===== config.mk =====
export PLATFORM = sky130hd
export DESIGN_NAME = dtb_timer
export DESIGN_NICKNAME = d
export VERILOG_FILES = /design/src/dtb_pkg.sv /design/src/dtb_sync3.sv /design/src/dtb_axi_slave.sv /design/src/dtb_timer.sv
export VERILOG_INCLUDE_DIRS = /design/src /design/src/src
export SDC_FILE = /design/constraint.sdc
export NUM_CORES = 1
export LEC_CHECK = 0
export ABC_CLOCK_PERIOD_IN_PS = 3750
export BUFFER_PORTS_ARGS = -buffer_cell sky130_fd_sc_hd__buf_2
export CAP_MARGIN = 20
export CORE_UTILIZATION = 40
export DETAILED_ROUTE_END_ITERATION = 10
export PLACE_DENSITY = 0.55
export SLEW_MARGIN = 20
export SYNTH_ARGS = -nofsm -noshare
export SYNTH_HDL_FRONTEND = slang
export SYNTH_SLANG_ARGS = --single-unit

===== constraint.sdc =====
create_clock -name mclk -period 3.75 [get_ports mclk]
set_input_delay 0.1875 -clock mclk [delete_from_list [all_inputs] [get_ports mclk]]
set_output_delay 0.1875 -clock mclk [all_outputs]
set_load 0.05 [all_outputs]

===== src/dtb_regs.svh =====
`ifndef DTB_REGS_SVH
`define DTB_REGS_SVH

`define DTB_AW          8
`define DTB_OFF_CTRL0   8'h00
`define DTB_OFF_CTRL1   8'h04
`define DTB_OFF_STAT    8'h08
`define DTB_OFF_COUNT   8'h0c
`define DTB_OFF_PERIOD  8'h10
`define DTB_OFF_DUTY1   8'h14
`define DTB_OFF_DUTY2   8'h18

`define DTB_C0_RUN      0
`define DTB_C0_MODE     2:1
`define DTB_C0_TRIG     4:3
`define DTB_C0_CLR      5
`define DTB_C0_SRC      6
`define DTB_C0_PSC      8:7

`define DTB_C1_SEL0     2:0
`define DTB_C1_INV0     3
`define DTB_C1_SEL1     6:4
`define DTB_C1_INV1     7

`define DTB_ST_OVF      0
`define DTB_ST_IE       1
`define DTB_ST_PWM0     2
`define DTB_ST_PWM1     3
`define DTB_ST_DOWN     4

`define DTB_RST_PERIOD  16'hffff
`define DTB_RST_DUTY    16'h0000

`define DTB_WAVE_16A    3'h0
`define DTB_WAVE_16B    3'h1
`define DTB_WAVE_8LO    3'h2
`define DTB_WAVE_8HI    3'h3

`define DTB_RESP_OKAY   2'h0
`define DTB_RESP_DECERR 2'h3

`endif


===== src/dtb_pkg.sv =====
`include "dtb_regs.svh"

package dtb_pkg;

    typedef enum logic [1:0] {
        DTB_M16  = 2'h0,
        DTB_M17  = 2'h1,
        DTB_M8X2 = 2'h2,
        DTB_M88  = 2'h3
    } dtb_mode_t;

    typedef enum logic [1:0] {
        DTB_TRG_ALWAYS = 2'h0,
        DTB_TRG_RISE   = 2'h1,
        DTB_TRG_FALL   = 2'h2,
        DTB_TRG_ANY    = 2'h3
    } dtb_trig_t;

    typedef enum logic [1:0] {
        DTB_UP   = 2'b01,
        DTB_DOWN = 2'b10
    } dtb_dir_t;

    typedef struct packed {
        logic [`DTB_AW-1:0] addr;
        logic [31:0]        data;
        logic [3:0]         strb;
    } dtb_wreq_t;

    typedef struct packed {
        logic               awRdy;
        logic               wRdy;
        logic               awHeld;
        logic               wHeld;
        dtb_wreq_t          req;
        logic               wrEn;
        logic               bValid;
        logic [1:0]         bResp;
        logic               arRdy;
        logic               rPend;
        logic [`DTB_AW-1:0] rAddr;
        logic               rValid;
        logic [31:0]        rData;
        logic [1:0]         rResp;
    } dtb_axi_st_t;

    typedef struct packed {
        logic        run;
        dtb_mode_t   mode;
        dtb_trig_t   trig;
        logic        clrReq;
        logic        srcExt;
        logic [1:0]  psc;
        logic [2:0]  sel0;
        logic        inv0;
        logic [2:0]  sel1;
        logic        inv1;
        logic        ovf;
        logic        irqEn;
        logic [15:0] period;
        logic [15:0] duty1;
        logic [15:0] duty2;
        logic [15:0] cnt;
        dtb_dir_t    dir;
        logic        armed;
        logic [2:0]  pscCnt;
        logic        extPrev;
        logic        trigPrev;
        logic        raw0;
        logic        raw1;
        logic        pwmOut0;
        logic        pwmOut1;
        logic        irq;
    } dtb_tmr_st_t;

endpackage : dtb_pkg


===== src/dtb_sync3.sv =====
`timescale 1ns/1ps

module dtb_sync3 #(
    parameter int W = 2
) (
    // Clock and reset.
    input  wire logic         mclk,
    input  wire logic         rst_n,
    // Asynchronous inputs and their filtered levels.
    input  wire logic [W-1:0] pinIn,
    output logic      [W-1:0] pinLvl
);
    typedef struct packed {
        logic [W-1:0] s1;
        logic [W-1:0] s2;
        logic [W-1:0] s3;
        logic [W-1:0] lvl;
    } dtb_sync_st_t;

    dtb_sync_st_t st;
    dtb_sync_st_t n;
    logic [W-1:0] agree;

    // A level change is taken only once the second and third stages agree.
    always_comb begin
        n     = st;
        n.s1  = pinIn;
        n.s2  = st.s1;
        n.s3  = st.s2;
        agree = st.s2 ~^ st.s3;
        n.lvl = (agree & st.s3) | (~agree & st.lvl);
    end

    always_ff @(posedge mclk or negedge rst_n) begin
        if (!rst_n) begin
            st <= '0;
        end else begin
            st <= n;
        end
    end

    assign pinLvl = st.lvl;

endmodule : dtb_sync3


===== src/dtb_axi_slave.sv =====
`timescale 1ns/1ps
`include "dtb_regs.svh"

module dtb_axi_slave (
    // Clock and reset.
    input  wire logic               mclk,
    input  wire logic               rst_n,
    // AXI4-Lite write channels.
    input  wire logic [`DTB_AW-1:0] s_axi_awaddr,
    input  wire logic               s_axi_awvalid,
    output logic                    s_axi_awready,
    input  wire logic [31:0]        s_axi_wdata,
    input  wire logic [3:0]         s_axi_wstrb,
    input  wire logic               s_axi_wvalid,
    output logic                    s_axi_wready,
    output logic [1:0]              s_axi_bresp,
    output logic                    s_axi_bvalid,
    input  wire logic               s_axi_bready,
    // AXI4-Lite read channels.
    input  wire logic [`DTB_AW-1:0] s_axi_araddr,
    input  wire logic               s_axi_arvalid,
    output logic                    s_axi_arready,
    output logic [31:0]             s_axi_rdata,
    output logic [1:0]              s_axi_rresp,
    output logic                    s_axi_rvalid,
    input  wire logic               s_axi_rready,
    // Register file side.
    output logic                    wrEn,
    output dtb_pkg::dtb_wreq_t      wrReq,
    input  wire logic               wrOk,
    output logic [`DTB_AW-1:0]      rdAddr,
    input  wire logic [31:0]        rdData,
    input  wire logic               rdOk
);
    dtb_pkg::dtb_axi_st_t st;
    dtb_pkg::dtb_axi_st_t n;

    always_comb begin
        n      = st;
        n.wrEn = 1'b0;
        if (s_axi_awvalid && st.awRdy) begin
            n.awHeld   = 1'b1;
            n.req.addr = s_axi_awaddr;
        end
        if (s_axi_wvalid && st.wRdy) begin
            n.wHeld    = 1'b1;
            n.req.data = s_axi_wdata;
            n.req.strb = s_axi_wstrb;
        end
        if (st.bValid && s_axi_bready) begin
            n.bValid = 1'b0;
        end
        // The write address stays put until the response is taken, so the
        // register file sees a stable request while the strobe is high.
        if (st.awHeld && st.wHeld && !st.bValid) begin
            n.wrEn   = 1'b1;
            n.bValid = 1'b1;
            n.bResp  = wrOk ? `DTB_RESP_OKAY : `DTB_RESP_DECERR;
            n.awHeld = 1'b0;
            n.wHeld  = 1'b0;
        end
        n.awRdy = !n.awHeld && !n.bValid;
        n.wRdy  = !n.wHeld && !n.bValid;
        if (s_axi_arvalid && st.arRdy) begin
            n.rAddr = s_axi_araddr;
            n.rPend = 1'b1;
        end
        if (st.rPend) begin
            n.rPend  = 1'b0;
            n.rValid = 1'b1;
            n.rData  = rdData;
            n.rResp  = rdOk ? `DTB_RESP_OKAY : `DTB_RESP_DECERR;
        end
        if (st.rValid && s_axi_rready) begin
            n.rValid = 1'b0;
        end
        n.arRdy = !n.rPend && !n.rValid;
    end

    always_ff @(posedge mclk or negedge rst_n) begin
        if (!rst_n) begin
            st <= '0;
        end else begin
            st <= n;
        end
    end

    assign s_axi_awready = st.awRdy;
    assign s_axi_wready  = st.wRdy;
    assign s_axi_bresp   = st.bResp;
    assign s_axi_bvalid  = st.bValid;
    assign s_axi_arready = st.arRdy;
    assign s_axi_rdata   = st.rData;
    assign s_axi_rresp   = st.rResp;
    assign s_axi_rvalid  = st.rValid;
    assign wrEn          = st.wrEn;
    assign wrReq         = st.req;
    assign rdAddr        = st.rAddr;

endmodule : dtb_axi_slave


===== src/dtb_timer.sv =====
// Function
// - Mode 00: 16-bit up, flag and clear at period.
// - Mode 01: up to period, down to zero, flag.
// - Mode 10: low byte up, flag and clear.
// - Mode 10: high byte clears at match, no flag.
// - Mode 11: low match flags, bumps high, clears low.
// - Mode 11: high byte wraps 255 to zero.
// - Flag with enable requests interrupt.
// - Clear bit zeroes counter, then self-clears.
// - Enable bit starts and stops counting.
// - Register reads have no side effects.
// - Counter read-only; compare writes keep count.
// - Control writes keep the count running.
// - Counter beyond period clears and restarts, except while mode 01 counts down; modes 10 and 11 compare per byte, and mode 11 never clears the high byte.
// - Trigger select gates start; 00 always.
// - Clock source select feeds 2-bit prescaler.
// - Two duty compares, two selectable invertible outputs.
// - Wave 000: high at duty, low at period.
// - Disabling the timer stops PWM outputs.
`timescale 1ns/1ps
`include "dtb_regs.svh"

module dtb_timer (
    // Clock and reset.
    input  wire logic               mclk,
    input  wire logic               rst_n,
    // AXI4-Lite write channels.
    input  wire logic [`DTB_AW-1:0] s_axi_awaddr,
    input  wire logic               s_axi_awvalid,
    output logic                    s_axi_awready,
    input  wire logic [31:0]        s_axi_wdata,
    input  wire logic [3:0]         s_axi_wstrb,
    input  wire logic               s_axi_wvalid,
    output logic                    s_axi_wready,
    output logic [1:0]              s_axi_bresp,
    output logic                    s_axi_bvalid,
    input  wire logic               s_axi_bready,
    // AXI4-Lite read channels.
    input  wire logic [`DTB_AW-1:0] s_axi_araddr,
    input  wire logic               s_axi_arvalid,
    output logic                    s_axi_arready,
    output logic [31:0]             s_axi_rdata,
    output logic [1:0]              s_axi_rresp,
    output logic                    s_axi_rvalid,
    input  wire logic               s_axi_rready,
    // Pins.
    input  wire logic               extClkPin,
    input  wire logic               trigPin,
    output logic                    pwmOut0,
    output logic                    pwmOut1,
    output logic                    irqReq
);
    dtb_pkg::dtb_tmr_st_t st;
    dtb_pkg::dtb_tmr_st_t n;
    dtb_pkg::dtb_wreq_t   wrReq;
    logic                 wrEn;
    logic [`DTB_AW-1:0]   rdAddr;
    logic [1:0]           pinLvl;

    function automatic logic regHit(input logic [`DTB_AW-1:0] a);
        regHit = (a == `DTB_OFF_CTRL0) || (a == `DTB_OFF_CTRL1) ||
                 (a == `DTB_OFF_STAT) || (a == `DTB_OFF_COUNT) ||
                 (a == `DTB_OFF_PERIOD) || (a == `DTB_OFF_DUTY1) ||
                 (a == `DTB_OFF_DUTY2);
    endfunction : regHit

    // Pure view of the state; reading never disturbs the counter.
    function automatic logic [31:0] regWord(input dtb_pkg::dtb_tmr_st_t s,
                                            input logic [`DTB_AW-1:0] a);
        logic [31:0] w;
        w = 32'h0;
        case (a)
            `DTB_OFF_CTRL0: begin
                w[`DTB_C0_RUN]  = s.run;
                w[`DTB_C0_MODE] = s.mode;
                w[`DTB_C0_TRIG] = s.trig;
                w[`DTB_C0_CLR]  = s.clrReq;
                w[`DTB_C0_SRC]  = s.srcExt;
                w[`DTB_C0_PSC]  = s.psc;
            end
            `DTB_OFF_CTRL1: begin
                w[`DTB_C1_SEL0] = s.sel0;
                w[`DTB_C1_INV0] = s.inv0;
                w[`DTB_C1_SEL1] = s.sel1;
                w[`DTB_C1_INV1] = s.inv1;
            end
            `DTB_OFF_STAT: begin
                w[`DTB_ST_OVF]  = s.ovf;
                w[`DTB_ST_IE]   = s.irqEn;
                w[`DTB_ST_PWM0] = s.raw0;
                w[`DTB_ST_PWM1] = s.raw1;
                w[`DTB_ST_DOWN] = (s.dir == dtb_pkg::DTB_DOWN);
            end
            `DTB_OFF_COUNT:  w[15:0] = s.cnt;
            `DTB_OFF_PERIOD: w[15:0] = s.period;
            `DTB_OFF_DUTY1:  w[15:0] = s.duty1;
            `DTB_OFF_DUTY2:  w[15:0] = s.duty2;
            default:         w = 32'h0;
        endcase
        regWord = w;
    endfunction : regWord

    function automatic logic [31:0] merge(input logic [31:0] old,
                                          input logic [31:0] din,
                                          input logic [3:0]  strb);
        logic [31:0] m;
        m = old;
        for (int i = 0; i < 4; i++) begin
            if (strb[i]) begin
                m[i*8 +: 8] = din[i*8 +: 8];
            end
        end
        merge = m;
    endfunction : merge

    // Returns {match, next}: clears at the limit, and past it without a match.
    function automatic logic [8:0] stepByte(input logic [7:0] v,
                                            input logic [7:0] lim);
        if (v == lim) begin
            stepByte = {1'b1, 8'h00};
        end else if (v > lim) begin
            stepByte = {1'b0, 8'h00};
        end else begin
            stepByte = {1'b0, 8'(v + 8'h01)};
        end
    endfunction : stepByte

    // Set at the duty match, cleared at the period match, which wins a tie.
    function automatic logic pwmStep(input logic [2:0]  sel,
                                     input logic        cur,
                                     input logic [15:0] c,
                                     input logic [15:0] p,
                                     input logic [15:0] d1,
                                     input logic [15:0] d2);
        logic r;
        r = cur;
        case (sel)
            `DTB_WAVE_16A: begin
                if (c == d1) r = 1'b1;
                if (c == p) r = 1'b0;
            end
            `DTB_WAVE_16B: begin
                if (c == d2) r = 1'b1;
                if (c == p) r = 1'b0;
            end
            `DTB_WAVE_8LO: begin
                if (c[7:0] == d1[7:0]) r = 1'b1;
                if (c[7:0] == p[7:0]) r = 1'b0;
            end
            `DTB_WAVE_8HI: begin
                if (c[15:8] == d1[15:8]) r = 1'b1;
                if (c[15:8] == p[15:8]) r = 1'b0;
            end
            default: r = 1'b0;
        endcase
        pwmStep = r;
    endfunction : pwmStep

    dtb_axi_slave u_axi (
        .mclk          (mclk),
        .rst_n         (rst_n),
        .s_axi_awaddr  (s_axi_awaddr),
        .s_axi_awvalid (s_axi_awvalid),
        .s_axi_awready (s_axi_awready),
        .s_axi_wdata   (s_axi_wdata),
        .s_axi_wstrb   (s_axi_wstrb),
        .s_axi_wvalid  (s_axi_wvalid),
        .s_axi_wready  (s_axi_wready),
        .s_axi_bresp   (s_axi_bresp),
        .s_axi_bvalid  (s_axi_bvalid),
        .s_axi_bready  (s_axi_bready),
        .s_axi_araddr  (s_axi_araddr),
        .s_axi_arvalid (s_axi_arvalid),
        .s_axi_arready (s_axi_arready),
        .s_axi_rdata   (s_axi_rdata),
        .s_axi_rresp   (s_axi_rresp),
        .s_axi_rvalid  (s_axi_rvalid),
        .s_axi_rready  (s_axi_rready),
        .wrEn          (wrEn),
        .wrReq         (wrReq),
        .wrOk          (regHit(wrReq.addr)),
        .rdAddr        (rdAddr),
        .rdData        (regWord(st, rdAddr)),
        .rdOk          (regHit(rdAddr))
    );

    dtb_sync3 #(
        .W (2)
    ) u_sync (
        .mclk   (mclk),
        .rst_n  (rst_n),
        .pinIn  ({trigPin, extClkPin}),
        .pinLvl (pinLvl)
    );

    logic        srcTick;
    logic        tick;
    logic        trigEdge;
    logic        counting;
    logic        ovfSet;
    logic [2:0]  pscLim;
    logic [8:0]  lo;
    logic [8:0]  hi;
    logic [15:0] c;
    logic [31:0] w;

    always_comb begin
        n          = st;
        ovfSet     = 1'b0;
        lo         = 9'h0;
        hi         = 9'h0;
        c          = st.cnt;
        w          = 32'h0;
        n.extPrev  = pinLvl[0];
        n.trigPrev = pinLvl[1];
        // Internal source ticks every cycle, external on its rising edge.
        srcTick = st.srcExt ? (pinLvl[0] && !st.extPrev) : 1'b1;
        pscLim  = 3'((4'h1 << st.psc) - 4'h1);
        tick    = 1'b0;
        if (st.run && srcTick) begin
            if (st.pscCnt >= pscLim) begin
                n.pscCnt = 3'h0;
                tick     = 1'b1;
            end else begin
                n.pscCnt = st.pscCnt + 3'h1;
            end
        end
        case (st.trig)
            dtb_pkg::DTB_TRG_RISE: trigEdge = pinLvl[1] && !st.trigPrev;
            dtb_pkg::DTB_TRG_FALL: trigEdge = !pinLvl[1] && st.trigPrev;
            dtb_pkg::DTB_TRG_ANY:  trigEdge = pinLvl[1] != st.trigPrev;
            default:               trigEdge = 1'b0;
        endcase
        if (!st.run) begin
            n.armed = 1'b0;
        end else if (trigEdge) begin
            n.armed = 1'b1;
        end
        counting = st.run && (st.trig == dtb_pkg::DTB_TRG_ALWAYS || st.armed);
        // Without counting the count and flag hold, except that a clear below zeroes the count and a write can clear the flag.
        if (counting && tick) begin
            case (st.mode)
                dtb_pkg::DTB_M16: begin
                    if (c >= st.period) begin
                        n.cnt  = 16'h0;
                        ovfSet = (c == st.period);
                    end else begin
                        n.cnt = c + 16'h1;
                    end
                end
                dtb_pkg::DTB_M17: begin
                    // The turn to counting down lands on the next tick.
                    if (st.dir == dtb_pkg::DTB_UP && c < st.period) begin
                        n.cnt = c + 16'h1;
                    end else if (st.dir == dtb_pkg::DTB_UP && c > st.period) begin
                        n.cnt = 16'h0;
                    end else begin
                        n.cnt = (c == 16'h0) ? 16'h0 : c - 16'h1;
                        n.dir = dtb_pkg::DTB_DOWN;
                        if (n.cnt == 16'h0) begin
                            ovfSet = 1'b1;
                            n.dir  = dtb_pkg::DTB_UP;
                        end
                    end
                end
                dtb_pkg::DTB_M8X2: begin
                    lo     = stepByte(c[7:0], st.period[7:0]);
                    hi     = stepByte(c[15:8], st.period[15:8]);
                    ovfSet = lo[8];
                    n.cnt  = {hi[7:0], lo[7:0]};
                end
                default: begin
                    lo     = stepByte(c[7:0], st.period[7:0]);
                    ovfSet = lo[8];
                    n.cnt  = {lo[8] ? 8'(c[15:8] + 8'h01) : c[15:8], lo[7:0]};
                end
            endcase
            n.raw0 = pwmStep(st.sel0, st.raw0, c, st.period, st.duty1, st.duty2);
            n.raw1 = pwmStep(st.sel1, st.raw1, c, st.period, st.duty1, st.duty2);
        end
        if (st.clrReq) begin
            n.cnt    = 16'h0;
            n.dir    = dtb_pkg::DTB_UP;
            n.pscCnt = 3'h0;
            n.raw0   = 1'b0;
            n.raw1   = 1'b0;
            n.clrReq = 1'b0;
        end
        // Writes touch configuration and the overflow flag only; the count is never loaded.
        if (wrEn) begin
            w = merge(regWord(st, wrReq.addr), wrReq.data, wrReq.strb);
            case (wrReq.addr)
                `DTB_OFF_CTRL0: begin
                    n.run    = w[`DTB_C0_RUN];
                    n.mode   = dtb_pkg::dtb_mode_t'(w[`DTB_C0_MODE]);
                    n.trig   = dtb_pkg::dtb_trig_t'(w[`DTB_C0_TRIG]);
                    n.clrReq = w[`DTB_C0_CLR];
                    n.srcExt = w[`DTB_C0_SRC];
                    n.psc    = w[`DTB_C0_PSC];
                end
                `DTB_OFF_CTRL1: begin
                    n.sel0 = w[`DTB_C1_SEL0];
                    n.inv0 = w[`DTB_C1_INV0];
                    n.sel1 = w[`DTB_C1_SEL1];
                    n.inv1 = w[`DTB_C1_INV1];
                end
                `DTB_OFF_STAT: begin
                    n.irqEn = w[`DTB_ST_IE];
                    if (wrReq.strb[0] && wrReq.data[`DTB_ST_OVF]) begin
                        n.ovf = 1'b0;
                    end
                end
                `DTB_OFF_PERIOD: n.period = w[15:0];
                `DTB_OFF_DUTY1:  n.duty1 = w[15:0];
                `DTB_OFF_DUTY2:  n.duty2 = w[15:0];
                default: ;
            endcase
        end
        // A new overflow in the same cycle as its clear is kept.
        if (ovfSet) begin
            n.ovf = 1'b1;
        end
        n.irq     = n.ovf && n.irqEn;
        n.pwmOut0 = n.run && (n.raw0 ^ n.inv0);
        n.pwmOut1 = n.run && (n.raw1 ^ n.inv1);
    end

    always_ff @(posedge mclk or negedge rst_n) begin
        if (!rst_n) begin
            st        <= '0;
            st.period <= `DTB_RST_PERIOD;
            st.duty1  <= `DTB_RST_DUTY;
            st.duty2  <= `DTB_RST_DUTY;
            st.dir    <= dtb_pkg::DTB_UP;
        end else begin
            st <= n;
        end
    end

    assign pwmOut0 = st.pwmOut0;
    assign pwmOut1 = st.pwmOut1;
    assign irqReq  = st.irq;

endmodule : dtb_timer


======== Yosys cells after proc, flatten, opt, wreduce, memory -nomap -nowiden ========
Cells that the tools add are included.
storage, ports and cells
  register bits ........................... 167
  latch bits .............................. 0
  bits in writable memories ............... 0
  memory bits (read-only) ................. 0
  output and inout port bits .............. 44
  logic and storage cells ................. 250
  memories kept ........................... 0
cells by class
  $add $sub $neg .......................... 6
  $mul .................................... 0
  div/mod/pow operators ................... 0
  magnitude comparators ................... 6
  equal/unequal tests ..................... 36
  shift-type cells ........................ 1
  mux-type cells .......................... 83
  bitwise operators ....................... 7
  reductions and logical operators ........ 64
operators with widths
  cell                     number
  $mux W16                 7
  $mux W67                 1
  $mux W8                  7
  $pmux W7 S4              2
  $eq A16 B16 Y1           3
  $eq A8 B5 Y1 const B     6
  $pmux W16 S3             1
  $mux W9                  5
  $mux W18                 2
  $pmux W3 S6              2
  $mux W35                 1
  $pmux W5 S7              1
  $mux W1                  33
  $eq A8 B4 Y1 const B     4
  $eq A8 B8 Y1             4
  $logic_not A16 Y1        2
  $pmux W5 S5              1
  $logic_and A1 B1 Y1      22
  $mux W2                  10
  $add A16 B1 Y16 const B  1
  $add A8 B1 Y8 const B    2
  $eq A8 B3 Y1 const B     2
  $ge A16 B16 Y1           1
  $gt A16 B16 Y1           1
  other kinds (34)         82

======== Logic depth before layout (Yosys ltp) ========
  word-level depth ........................ 12
  gate-level depth with buffers ........... 11
  gate-level depth less buffers ........... 9

======== Modules after synthesis ========
Synthesis repeated with hierarchy kept, for this count alone.
second synthesis, totals
  cell total of the unflattened synthesis .. 1,145
  area total of the unflattened synthesis .. 11,812.6 um^2
by module, submodules not included
  module         times used  cells each  area an instance (um^2)  sequential area each (um^2)
  dtb_timer      1           837         7,329.5                  2,423.6
  dtb_axi_slave  1           296         4,245.3                  2,377.3
  dtb_sync3      1           12          237.7                    200.2

======== Least setup slack after synthesis ========
OpenSTA, ideal clock, no wires.
  kind .................................... register -> register
  from .................................... register st, in the netlist c[8]
  to ...................................... register st, in the netlist c[13]
  arrival ................................. 2.829 ns
  required time ........................... 3.656 ns
  path slack .............................. 0.827 ns
  stages on the path, launching flop included .. 11
  cells stage by stage .................... dfrtp_1 > clkbuf_1 > inv_1 > ha_1 > nand4_1 > nor4_1 > o21ai_0 > nor3b_1 > nand2_1 > o221a_2 > a211oi_1
between the ends
  word-level cells in the longest chain between the ends .. 7
  elaborated cells on any way between the ends .. 21
RTL lines
  element                                                 RTL line                            text
  start, declared                                         dtb_timer.sv:53                     dtb_pkg::dtb_tmr_st_t st;
  start signal, assigned                                  dtb_timer.sv:336                    st <= n;
  $sub A16 B1 Y16, or another cell as far along           dtb_timer.sv:258                    n.cnt = (c == 16'h0) ? 16'h0 : c - 16'h1;
  $mux W16 / $logic_and A1 B1 Y1 (equally long branches)  dtb_timer.sv:258, dtb_timer.sv:255
  $mux W16                                                dtb_timer.sv:255                    end else if (st.dir == dtb_pkg::DTB_UP && c > st.period) begin
  $mux W16                                                dtb_timer.sv:253                    if (st.dir == dtb_pkg::DTB_UP && c < st.period) begin
  $pmux W16 S3 *                                          dtb_timer.sv:242                    case (st.mode)
  $mux W18 *                                              dtb_timer.sv:241                    if (counting && tick) begin
  $mux W18 *                                              dtb_timer.sv:281                    if (st.clrReq) begin
Mark *: on every way between the ends. The rest lies on a longest branch, timed or not. The select of a mux whose other input is x is not followed.
A chain may end at the register's enable or synchronous reset.

======== Worst setup path in the final report ========
  from .................................... register st[66] in the netlist's numbering
  to ...................................... register st, in the netlist c[2]
between the ends
  word-level cells in the longest chain between the ends .. 8
  elaborated cells on any way between the ends .. 17
RTL lines
  element         RTL line          text
  $gt A8 B8 Y1    dtb_timer.sv:121  end else if (v > lim) begin
  $mux W8         dtb_timer.sv:121
  $mux W9         dtb_timer.sv:119  if (v == lim) begin
  $mux W9         dtb_timer.sv:242
  $mux W9         dtb_timer.sv:241
  $pmux W16 S3 *  dtb_timer.sv:242
  $mux W18 *      dtb_timer.sv:241
  $mux W18 *      dtb_timer.sv:281
Marked as above.

==> out/results.txt <==
status: finished, final reports clean
Final ANT Viol Nets: 0
largest net degree at the start of global routing: 93
Mapped Cells: 1061
ANT cells: 0
data arrival time of the critical path: 3540 ps
gr usage total: 0.238
leakage: 5.05 nW
layout cells sized above 1: 0.227
list of cells traversed by the critical path: inv_1 -> ha_1 -> nand4_1 -> nor4_1 -> o21ai_0 -> nor3b_1 -> buf_4 -> nand3_1 -> o211ai_1 -> o32a_1
post-detail-place hpwl: 21.7 mm
Ys Warns: 0
post-synth design cell area: 10200 sq um
Sw Share: 0.438
initial antenna violation count: 1
met2 WL: 13.4 mm
met3 wire length: 1.90 mm
Slowest cell on crit path: dfstp_2
grt ovf: 0
Max VDD drop: 416 uV
Critical path buffers and inverters: 2
Final Slew Violations: 0
main combinational cell family by area after synthesis: compound AO/OA/AOI/OAI gates
DRC violations left: 0
largest cells by area after synthesis: dfrtp_1 (36%), mux2_2 (9.5%), dfstp_2 (4.4%), ha_1 (3.8%), nand2_1 (3.4%)
DRT met1 WL: 14.1 mm
Final GP Congestion: 0.902
first-pass GRT wire length: 47.2 mm
Max-slew headroom: 0.343
post_cts resized: 0
vias: 8565
DRT iter0 DRCs: 901
total CTS buffers: 17
Setup TNS: 0 ps
post-synthesis simple-gate area fraction: 0.153
clk buf depth: 2
commonest non-fill, non-tap cell in the layout: dfrtp_1
Final setup viols: 0
area grow syn2layout: 15.3%
complex-gate fraction of the synthesized area: 0.177
die height: 162 microns
DRT Wirelength: 30.2 mm
# fillers: 2416
Power Dens Cells: 683 nW/um^2
Psw: 0.00352 W
Netlist cell types: 76
CTS hold repair buffers: 39
sequential share of power: 0.352
fin crit share: 0.846
post-synthesis xor/xnor area fraction: 0.0343
Initial Util: 0.406
Via density: 5.76
RSZ-0062 raised after global routing: false
prevailing post-synth register cell: dfrtp_1
commonest cells after routing, fill and taps aside: dfrtp_1 (148), nand2_1 (92), mux2_2 (86)
Worst Skew: 16.1 ps
wire per inst: 20.3 microns
kind of critical path: flip-flop to flip-flop
Fin. Hold Viols: 0
fmax: 0.315 GHz
H-tree depth: 4
CORE AREA: 25100 sq um
top layer in use: met5
Async SR Flop Fraction: 1.00
Seq/Total Area, Yosys: 0.407
Layout Nets: 1237
Skew-Pair Late Insertion Delay: 440 ps
CTS Root Buffer Type: clkbuf_16
vias in the first global route: 8094
mux cell area share after synthesis: 0.115
max incr delay on CP: 560 ps
Startpoint Class: flip-flop
Comb pwr share: 0.435
post-route insts no fill: 1487
Max FO, Critical Path: 8
Top Ports: 105
DRT Pass-1 Iters: 6
Cell Rows: 58
WP data required: 4120 ps
share of the synthesized area in the top cell type: 0.363
P_int: 0.00452 W
max-cap violations: 0
Clock Sinks: 165
clock-pin slew on the worst setup and hold paths: 70 ps
Buffers on Ports: 70
placed cells: 1417
Synth Area in Adders: 0.0400
die area: 26200 sq um
Yosys top cell by area: dfrtp_1
share of total power in the clock network: 0.213
Least-Margin Pin Slew: 978 ps
Hold Crit Class: input port to flip-flop
Die Wd: 162 microns
setup bufs post-CTS: 0
CP Capture Type: flip-flop
CTS tree: yes
Post-synth EDFFs: 0
mean post-synth cell area: 9.62 sq um
Seq cells post-synth: 165
Tmin final: 3170 ps
largest delay contributor family on the critical path: simple AND/OR/NAND/NOR gates
==> registers in the layout (all words and copies together), names as in the netlist, 2 cells and up, named ones only <==
register / flops
c: 16
u_axi.s_axi_rdata: 16
u_sync.n: 4
u_axi.rdAddr: 8
u_sync.st: 2
u_axi.st: 3
st: 77
u_axi.wrReq: 26
==> synthesized netlist by cell type, types with 25 or more instances <==
cell type	n
a21oi_1	49
ha_1	31
inv_1	57
nand2_1	92
xnor2_1	37
clkbuf_1	43
buf_4	38
dfrtp_1	148
o21ai_0	51
mux2_2	86
nand3_1	25
nor2_1	64
==> metrics by stage <==
| step | util | hold WS [ps] | instance area [sq um] | total power [W] | setup WS [ps] |
|---|---|---|---|---|---|
| after floorplan | - | -108 | 10300 | 0.00525 | 827 |
| after global placement | 0.430 | 267 | 10800 | 0.00624 | 600 |
| after detailed placement | 0.430 | 266 | 10800 | 0.00628 | 593 |
| after CTS | 0.469 | 14.7 | 11800 | 0.00805 | 577 |
| after global routing | 0.469 | 28.4 | 11800 | 0.00853 | 300 |
| final | 0.469 | 22.1 | 11800 | 0.00804 | 577 |
==> routing by layer <==
metal / vias to the layer above / track usage
met2: 308 / 0.356
met3: 46 / 0.0419
li1: 4012 / -
met4: 2 / 0.0892
met5: - / 0
met1: 4197 / 0.341
==> power groups by stage <==
stage / Combinational, W / Clock [W] / Sequential, W
6_report: 0.00350 / 0.00171 / 0.00283
5_1_grt: 0.00381 / 0.00183 / 0.00289
4_1_cts: 0.00347 / 0.00176 / 0.00282
3_5_place_dp: 0.00343 / 0 / 0.00285
3_3_place_gp: 0.00340 / 0 / 0.00284
2_1_floorplan: 0.00267 / 0 / 0.00259
==> path summary, 6_finish.rpt <==
| check | from | end | slack [ps] | cells after the start |
|---|---|---|---|---|
| min reg2reg | u_sync.n[5] | u_sync.n[3] | 350 | 0 |
| max | st[66] | c[2] | 580 | 10 |
| max reg2reg | st[66] | c[2] | 580 | 10 |
| max in group asynchronous | rst_n | st[68] | 2430 | 3 |
| min in group asynchronous | rst_n | c[15] | 350 | 2 |
| min | s_axi_awvalid | u_axi.st[94] | 20 | 3 |
==> worst reg2reg max path: stages, from the launching register on <==
cell and delay (ps):
dfstp_2 560, inv_1 80, ha_1 300, nand4_1 230, nor4_1 530, o21ai_0 280, nor3b_1 270, buf_4 180
nand3_1 250, o211ai_1 250, o32a_1 170
==> area by class of cell <==
class                   instances  area [sq um]  share of cell area
well taps                     330           413              0.0351
multi-input cells             755          5360               0.456
clock inverters                13           143              0.0121
inverters                      57           214              0.0182
clock buffers                  18           429              0.0365
flip-flops and latches        165          4150               0.353
repair buffers                149          1060              0.0900
==> logic make-up after synthesis <==
kind of cell               after synthesis
DFF                                    165
AOI/OAI and AO/OA                      257
buffers and inverters                  156
other                                    1
adders and majority gates               33
xor gates and xnor gates                40
and+or+nand+nor                        303
muxes                                  106
Note: power is estimated with default switching activity, not from simulation.
